==> config.mk <==
export PLATFORM = sky130hd
export DESIGN_NAME = ssfl_safe_state_logic
export DESIGN_NICKNAME = d
export VERILOG_FILES = /design/src/ssfl_pkg.sv /design/src/ssfl_chan_diag.sv /design/src/ssfl_safe_state_logic.sv
export SDC_FILE = /design/constraint.sdc
export NUM_CORES = 1
export LEC_CHECK = 0
export BUFFER_PORTS_ARGS = -buffer_cell sky130_fd_sc_hd__buf_2
export CAP_MARGIN = 10
export CORE_ASPECT_RATIO = 1.5
export CORE_UTILIZATION = 35
export DETAILED_ROUTE_END_ITERATION = 10
export PLACE_DENSITY = 0.55
export SYNTH_ARGS = -nofsm -noshare
export SYNTH_HDL_FRONTEND = slang
export SYNTH_SLANG_ARGS = --single-unit
==> constraint.sdc <==
create_clock -name clock -period 3.3 [get_ports clock]
set_clock_uncertainty 0.1 [all_clocks]
set_input_delay 0.66 -clock clock [delete_from_list [all_inputs] [get_ports clock]]
set_output_delay 0.66 -clock clock [all_outputs]
set_load 0.02 [all_outputs]
==> src/ssfl_pkg.sv <==
// Constants, register map and carrier types of the safe-state fault logic
package ssfl_pkg;

  // Clock and timing
  localparam int CLK_PERIOD_NS = 20;
  localparam int WDOG_MIN_NS = 2200000; // Window opens 2.2 ms after a kick
  localparam int WDOG_MAX_NS = 9300000; // Window closes 9.3 ms after a kick
  localparam int WDOG_HOLD_NS = 1000000; // Fault output low time
  // Least time rounds up, longest time rounds down
  localparam int WDOG_MIN_CYC = (WDOG_MIN_NS + CLK_PERIOD_NS - 1)
                                / CLK_PERIOD_NS;
  localparam int WDOG_MAX_CYC = WDOG_MAX_NS / CLK_PERIOD_NS;
  localparam int WDOG_HOLD_CYC = WDOG_HOLD_NS / CLK_PERIOD_NS;
  localparam int WDOG_CNT_W = 20;

  // Channel count and register bus widths
  localparam int NUM_CHANNELS = 8;
  localparam int ADDR_W = 8;
  localparam int DATA_W = 32;

  // Register byte offsets
  localparam logic [7:0] REG_CONTROL = 8'h00;
  localparam logic [7:0] REG_TEST_ENABLE = 8'h04;
  localparam logic [7:0] REG_TEST_LEVEL = 8'h08;
  localparam logic [7:0] REG_STATUS = 8'h0C;

  // Control register fields
  localparam int CTRL_COLD_MASK_BIT = 0;
  localparam int CTRL_WARM_MASK_BIT = 1;

  // Reset values
  localparam logic [7:0] TEST_ENABLE_RST = 8'hFF;
  localparam logic [7:0] TEST_LEVEL_RST = 8'h00;
  localparam logic [31:0] READ_ZERO = 32'h0000_0000;

  // Watchdog states
  typedef enum logic [1:0] {
    SSFL_WD_RUN,
    SSFL_WD_FAULT
  } ssfl_wd_state_t;

  // Rail and controller fault flags, all active low
  typedef struct packed {
    logic core_rail_undervolt_n;
    logic core_rail_overvolt_n;
    logic io_rail_undervolt_n;
    logic mcu_fault_n;
  } ssfl_fault_pins_t;

  // Status word, bit 5 down to bit 0
  typedef struct packed {
    logic warm_line_low;
    logic watchdog_fault;
    logic overvolt_latched;
    logic warm_request;
    logic cold_request;
    logic safe_state;
  } ssfl_status_t;

  localparam int STATUS_W = $bits(ssfl_status_t);

endpackage : ssfl_pkg

==> src/ssfl_chan_diag.sv <==
// One channel's diagnostic injection driver
`timescale 1ns/1ps
module ssfl_chan_diag (
  input wire logic clock,
  input wire logic srst,
  input wire logic test_enable_n,
  input wire logic test_level,
  output logic inject_out_r,
  output logic inject_oe_n_r
);

  // Driver floats unless the channel test is enabled
  always_ff @(posedge clock) begin
    if (srst) begin
      inject_oe_n_r <= 1'b1;
      inject_out_r <= 1'b0;
    end else begin
      inject_oe_n_r <= test_enable_n;
      inject_out_r <= test_level;
    end
  end

endmodule : ssfl_chan_diag

==> src/ssfl_safe_state_logic.sv <==
// Safe-state, reset request, watchdog and channel test logic
//
// Design decisions made here: the address map and the address-and-strobe port.
`timescale 1ns/1ps
// Summary of operation
// - Test drivers float in normal operation
// - Only controller-affecting faults enter safe state
// - Any cold or warm request enters safe state
// - Rail faults cold reset; error, watchdog warm
// - Core undervolt resets while present, latch untouched
// - Core overvolt latch holds cold reset until power-off
// - Power-up rail sequence leaves latch untripped
// - I/O undervolt resets while present
// - Controller error causes warm reset, safe state
// - Kicks strictly inside window, else watchdog fault
// - Safe state cuts isolator field power
// - Warm line bidirectional; mask blocks warm reset only
// - Unpowered field side forces reply output low
// - Masks never block the safe-state trigger
// - Reply line idles high between transfers
// - Names ending _n are active low
// - Cold mask blocks cold reset, not safe state
module ssfl_safe_state_logic
  import ssfl_pkg::*;
#(
  parameter int N_CHAN = NUM_CHANNELS,
  parameter int WD_MIN_CYCLES = WDOG_MIN_CYC,
  parameter int WD_MAX_CYCLES = WDOG_MAX_CYC,
  parameter int WD_HOLD_CYCLES = WDOG_HOLD_CYC
) (
  input wire logic clock,
  input wire logic srst,
  // Register port
  input wire logic [ADDR_W-1:0] reg_addr,
  input wire logic [DATA_W-1:0] reg_wdata,
  input wire logic reg_write,
  input wire logic reg_read,
  output logic [DATA_W-1:0] reg_rdata,
  // Fault flags
  input wire ssfl_fault_pins_t fault_pins,
  // Watchdog
  input wire logic watchdog_kick_input,
  output logic watchdog_fault_out_n,
  // Controller resets
  output logic cold_reset_pin_n,
  input wire logic warm_restart_line_in,
  output logic warm_restart_line_out,
  output logic warm_restart_line_oe_n,
  // Permanent core overvoltage indication
  output logic core_overvolt_latched_n,
  // Isolator field side
  output logic field_power_enable,
  input wire logic isolated_channel_d_in,
  output logic isolated_channel_d_out,
  // Channel test injection
  output logic [N_CHAN-1:0] channel_inject_out,
  output logic [N_CHAN-1:0] channel_inject_oe_n
);

  // Software control state
  logic cold_mask_r;
  logic warm_mask_r;
  logic [N_CHAN-1:0] channel_test_enable_n_r;
  logic [N_CHAN-1:0] channel_test_level_r;
  logic [DATA_W-1:0] rdata_r;

  // Overvoltage latch state
  logic ov_armed_r;
  logic ov_latch_r;

  // Watchdog state
  ssfl_wd_state_t wd_state_r;
  logic [WDOG_CNT_W-1:0] wd_cnt_r;
  logic kick_prev_r;
  logic wd_fault_r;

  // Combined requests
  logic kick_fall;
  logic kick_early;
  logic kick_late;
  logic cold_request;
  logic warm_request;
  logic safe_trigger;
  ssfl_status_t status;

  // Output flip-flops
  logic cold_reset_pin_n_r;
  logic warm_oe_n_r;
  logic field_power_r;
  logic d_out_r;
  logic ov_latched_n_r;
  logic wd_out_n_r;

  // Window limits at counter width; the counter reads one less than the
  // cycles since its restart, so the late bound sits one count lower
  localparam logic [WDOG_CNT_W-1:0] WD_MIN =
    WDOG_CNT_W'(WD_MIN_CYCLES);
  localparam logic [WDOG_CNT_W-1:0] WD_LAST =
    WDOG_CNT_W'(WD_MAX_CYCLES - 1);
  localparam logic [WDOG_CNT_W-1:0] WD_HOLD =
    WDOG_CNT_W'(WD_HOLD_CYCLES);

  // Register writes
  always_ff @(posedge clock) begin
    if (srst) begin
      cold_mask_r <= 1'b0;
      warm_mask_r <= 1'b0;
      channel_test_enable_n_r <= N_CHAN'(TEST_ENABLE_RST);
      channel_test_level_r <= N_CHAN'(TEST_LEVEL_RST);
    end else if (reg_write) begin
      unique case (reg_addr)
        REG_CONTROL: begin
          cold_mask_r <= reg_wdata[CTRL_COLD_MASK_BIT];
          warm_mask_r <= reg_wdata[CTRL_WARM_MASK_BIT];
        end
        REG_TEST_ENABLE: begin
          channel_test_enable_n_r <= reg_wdata[N_CHAN-1:0];
        end
        REG_TEST_LEVEL: begin
          channel_test_level_r <= reg_wdata[N_CHAN-1:0];
        end
        default: begin
          // Status is read only; other addresses ignore writes
        end
      endcase
    end
  end

  // Register reads, data valid in the next cycle only
  always_ff @(posedge clock) begin
    if (srst) begin
      rdata_r <= READ_ZERO;
    end else if (reg_read) begin
      unique case (reg_addr)
        REG_CONTROL: begin
          rdata_r <= READ_ZERO;
          rdata_r[CTRL_COLD_MASK_BIT] <= cold_mask_r;
          rdata_r[CTRL_WARM_MASK_BIT] <= warm_mask_r;
        end
        REG_TEST_ENABLE: begin
          rdata_r <= DATA_W'(channel_test_enable_n_r);
        end
        REG_TEST_LEVEL: begin
          rdata_r <= DATA_W'(channel_test_level_r);
        end
        REG_STATUS: begin
          rdata_r <= DATA_W'(status);
        end
        default: begin
          rdata_r <= READ_ZERO;
        end
      endcase
    end else begin
      rdata_r <= READ_ZERO;
    end
  end

  // Overvoltage latch arms once the flag has gone high at power-up
  always_ff @(posedge clock) begin
    if (srst) begin
      ov_armed_r <= 1'b0;
    end else if (fault_pins.core_rail_overvolt_n) begin
      ov_armed_r <= 1'b1;
    end
  end

  // Latch sets on overvoltage and clears only on power-on reset
  always_ff @(posedge clock) begin
    if (srst) begin
      ov_latch_r <= 1'b0;
    end else if (ov_armed_r && !fault_pins.core_rail_overvolt_n) begin
      ov_latch_r <= 1'b1;
    end
  end

  // Falling kick edge and window checks
  assign kick_fall = kick_prev_r && !watchdog_kick_input;
  assign kick_early = kick_fall && (wd_cnt_r < WD_MIN);
  assign kick_late = (wd_cnt_r >= WD_LAST);

  // Previous kick level for edge detection
  always_ff @(posedge clock) begin
    if (srst) begin
      kick_prev_r <= 1'b1;
    end else begin
      kick_prev_r <= watchdog_kick_input;
    end
  end

  // Window watchdog: counter restarts on each valid kick
  always_ff @(posedge clock) begin
    if (srst) begin
      wd_state_r <= SSFL_WD_RUN;
      wd_cnt_r <= '0;
      wd_fault_r <= 1'b0;
    end else begin
      unique case (wd_state_r)
        SSFL_WD_RUN: begin
          if (kick_early || kick_late) begin
            wd_state_r <= SSFL_WD_FAULT;
            wd_fault_r <= 1'b1;
            wd_cnt_r <= '0;
          end else if (kick_fall) begin
            wd_cnt_r <= '0;
          end else begin
            wd_cnt_r <= wd_cnt_r + 1'b1;
          end
        end
        SSFL_WD_FAULT: begin
          if (wd_cnt_r >= WD_HOLD) begin
            wd_state_r <= SSFL_WD_RUN;
            wd_fault_r <= 1'b0;
            wd_cnt_r <= '0;
          end else begin
            wd_cnt_r <= wd_cnt_r + 1'b1;
          end
        end
      endcase
    end
  end

  // Cold request: core under/over voltage, I/O undervoltage
  assign cold_request = !fault_pins.core_rail_undervolt_n
                        || ov_latch_r
                        || (ov_armed_r && !fault_pins.core_rail_overvolt_n)
                        || !fault_pins.io_rail_undervolt_n;

  // Warm request: controller error or watchdog failure
  assign warm_request = !fault_pins.mcu_fault_n
                        || wd_fault_r;

  // Safe state from either request or the shared warm line, never masked
  assign safe_trigger = cold_request || warm_request
                        || !warm_restart_line_in;

  // Status snapshot for software
  assign status = '{
    warm_line_low: !warm_restart_line_in,
    watchdog_fault: wd_fault_r,
    overvolt_latched: ov_latch_r,
    warm_request: warm_request,
    cold_request: cold_request,
    safe_state: !field_power_r
  };

  // Controller reset outputs, masks only gate the reset paths
  always_ff @(posedge clock) begin
    if (srst) begin
      cold_reset_pin_n_r <= 1'b0;
      warm_oe_n_r <= 1'b1;
    end else begin
      cold_reset_pin_n_r <= !(cold_request && !cold_mask_r);
      warm_oe_n_r <= !(warm_request && !warm_mask_r);
    end
  end

  // Isolator field power and reply line
  always_ff @(posedge clock) begin
    if (srst) begin
      field_power_r <= 1'b0;
      d_out_r <= 1'b0;
    end else begin
      field_power_r <= !safe_trigger;
      // Unpowered field side pulls reply low; idle high otherwise
      d_out_r <= !safe_trigger && isolated_channel_d_in;
    end
  end

  // Indications
  always_ff @(posedge clock) begin
    if (srst) begin
      ov_latched_n_r <= 1'b1;
      wd_out_n_r <= 1'b1;
    end else begin
      ov_latched_n_r <= !ov_latch_r;
      wd_out_n_r <= !wd_fault_r;
    end
  end

  // One injection driver per channel
  for (genvar ch = 0; ch < N_CHAN; ch++) begin : g_chan
    ssfl_chan_diag u_diag (
      .clock(clock),
      .srst(srst),
      .test_enable_n(channel_test_enable_n_r[ch]),
      .test_level(channel_test_level_r[ch]),
      .inject_out_r(channel_inject_out[ch]),
      .inject_oe_n_r(channel_inject_oe_n[ch])
    );
  end

  // Output wiring, all from flip-flops except the warm line data tied low
  assign reg_rdata = rdata_r;
  assign cold_reset_pin_n = cold_reset_pin_n_r;
  assign warm_restart_line_out = 1'b0; // Warm line is only pulled low
  assign warm_restart_line_oe_n = warm_oe_n_r;
  assign field_power_enable = field_power_r;
  assign isolated_channel_d_out = d_out_r;
  assign core_overvolt_latched_n = ov_latched_n_r;
  assign watchdog_fault_out_n = wd_out_n_r;

endmodule : ssfl_safe_state_logic

==> metrics.yaml <==
outcome: "completed"
timing.final.crit_share: 0.6288
via_per_inst: 4.641
holdWs_ns: 0.3075
detail-route-antenna-nets: 0
synth_commonest_cells: "dfxtp_1 (72), buf_4 (41), nand3_1 (39), nand2_1 (35), nor2_1 (35)"
post-synth-top-count-cell: "dfxtp_1"
overflow: 0
vias: 2311
r2r_slack_ns: 1.22
finalSetupViolations: 0
synth_top_area_cell: "dfxtp_1"
hold_buffers: 0
cts_tree: "done"
grt_max_degree: 34
grt_setup_unrepaired: "no"
seqCellArea_mm2: 0.001441
yosys.area.top_type_share: 0.4758
antenna_found_initial: 0
cts_buffers: 9
clock_sinks: 72
drt_iter0_drc: 89
worstPathArrival_ns: 2.16
globalRouteTotalUtil: 0.1420
min_period_ns: 2.075
ios: 106
n_antenna_cell: 0
synth_edf_count: 0
synth_seq_cells: 72
multiInputGateArea_mm2: 0.001282
instances_no_fill: 498
tightestPinTransition_ns: 0.8818
hold_start: "ov_latch_r"
required_ns: 3.38
path_clk_slew_ns: 0.06
design_area_mm2: 0.003535
slew_violations: 0
gr-usage-met1: 0.1442
hold_viol_final: 0
htree_levels: 3
syn_to_final_growth_pct: 16.69
placementRows: 41
path_cells: "ha_1, a211oi_1, o211ai_1, nand2_1, a2bb2oi_2, nor2_1"
endpoint_kind: "register"
drive_gt1_frac: 0.2276
hold_path_class: "register to register"
max_slew_margin: 0.4067
synth_flop_cell: "dfxtp_1"
critical_path_class: "register to register"
core_area_mm2: 0.008413
clk_latency_ns: 0.33
fin_nets: 439
first_global_vias: 2099
start_kind: "register"
die_h_um: 115.9
post_cts.repair.setup_buffers: 0
clock.fmax_ghz: 0.4819
busiest_layer: "met2"
worstSetupStartpoint: "wd_cnt_r[0]"
power_density_mw_per_mm2: 593.7
gp_congestion: 0.7883
remaining_drc_errors: 0
post_drt_wl_per_cell_um: 12.12
finalPower_mw: 2.098
synthesis.area_mm2: 0.003029
timing.max_cap.violations: 0
irDropWorstVdd_mv: 0.3125
placed_area_mm2: 0.003191
finalSetupTns_ns: 0
grt_use_met2: 0.2643
placed_cells: 482
initial_utilization: 0.3601
io_buffer_count: 56
clockBufferDepth: 2
die_w_um: 77.96
synthTopCellsByArea: "dfxtp_1 (48%), buf_4 (10%), nand3_1 (6.4%)"
yosysWarnings: 0
dieArea_mm2: 0.009039
grt_pass1_wl_um: 9687
crit_path_max_incr_delay_ns: 0.67
synth.distinct_cells: 38
r2r-start: "wd_cnt_r[0]"
p_leak_nw: 1.430
clockRootBuffer: "clkbuf_16"
slowest_stage: "a2bb2oi_2"
totalWireLength_um: 6035
critPathMaxFanout: 19
async_flop_share: 0
syn_inst: 345
hpwlAfterDp_um: 4410
ctsResizeCount: 0
grtUsageMet3: 0.04488
fillCellCount: 872
seq_area_frac_synth: 0.4758
drtPass1Iterations: 4
syn_area_per_cell_um2: 8.780
final timing paths:
check,end,depth (start not counted)
max,wd_cnt_r[3],6
min,core_overvolt_latched_n,1
max reg2reg,wd_cnt_r[3],6
min reg2reg,core_overvolt_latched_n,1
per-layer routing:
layer / vias up / share of wire
li1: 1176 / -
met1: 1064 / 0.41
met2: 65 / 0.52
met3: 6 / 0.049
met4: 0 / 0.016
met5: - / 0
cell families (layout without fill, tap and decap cells):
| family | after synthesis | count (layout) | share of synthesized area |
|---|---|---|---|
| and+or+nand+nor | 155 | 155 | 0.2478 |
| DFF | 72 | 72 | 0.4758 |
| buffers and inverters | 61 | 82 | 0.1318 |
| AOI/OAI and AO/OA | 35 | 35 | 0.07394 |
| xor gates and xnor gates | 16 | 16 | 0.04626 |
| muxes | 3 | 3 | 0.01487 |
| adders and majority gates | 2 | 2 | 0.008260 |
| other | 1 | 26 | 0.001238 |
through the flow:
| step | worst slack, ns | utilization |
|---|---|---|
| after CTS | 1.174 | 0.4201 |
| after floorplan | 1.410 | - |
| after global placement | 0.9904 | 0.3792 |
| after global routing | 0.9651 | 0.4201 |
| final | 1.225 | 0.4201 |
| after detailed placement | 0.9630 | 0.3792 |
power breakdown:
part / leakage (nW) / total [mW] / switching [mW] / internal, mW
Clock: 0.164 / 1.11 / 0.365 / 0.743
Sequential: 0.583 / 0.885 / 0.00633 / 0.879
Combinational: 0.684 / 0.106 / 0.0740 / 0.0315
worst max-delay path: cells and delay by family (launching register included):
kind,cells,cell delay [ns]
AOI/OAI and AO/OA,3,0.95
DFF,1,0.39
adders and majority gates,1,0.26
and+or+nand+nor,2,0.23
layout make-up:
class | instances | share of cell area
clock inverter | 6 | 0.03257
sequential | 72 | 0.4078
inverter | 6 | 0.006372
timing repair buffer | 60 | 0.08779
tap | 107 | 0.03788
clock buffer | 10 | 0.06478
multi-input combinational | 237 | 0.3628
state kept, by name, summed over array words and instances (netlist names), 8 cells and up:
| name | count |
|---|---|
| g_chan.u_diag.inject_oe_n_r | 8 |
| wd_cnt_r | 20 |
| channel_test_enable_n_r | 8 |
| g_chan.u_diag.inject_out_r | 8 |
| reg_rdata | 8 |
| channel_test_level_r | 8 |
layout by cell type, fill, tap and decap left out, drive strengths merged, types with 10 or more instances in the layout:
cell    count
a21oi      16
buf        60
clkbuf     10
conb       26
dfxtp      72
nand2      35
nand3      39
nor2       35
nor2b      14
or2        10
Note: power is estimated with default switching activity, not from simulation.
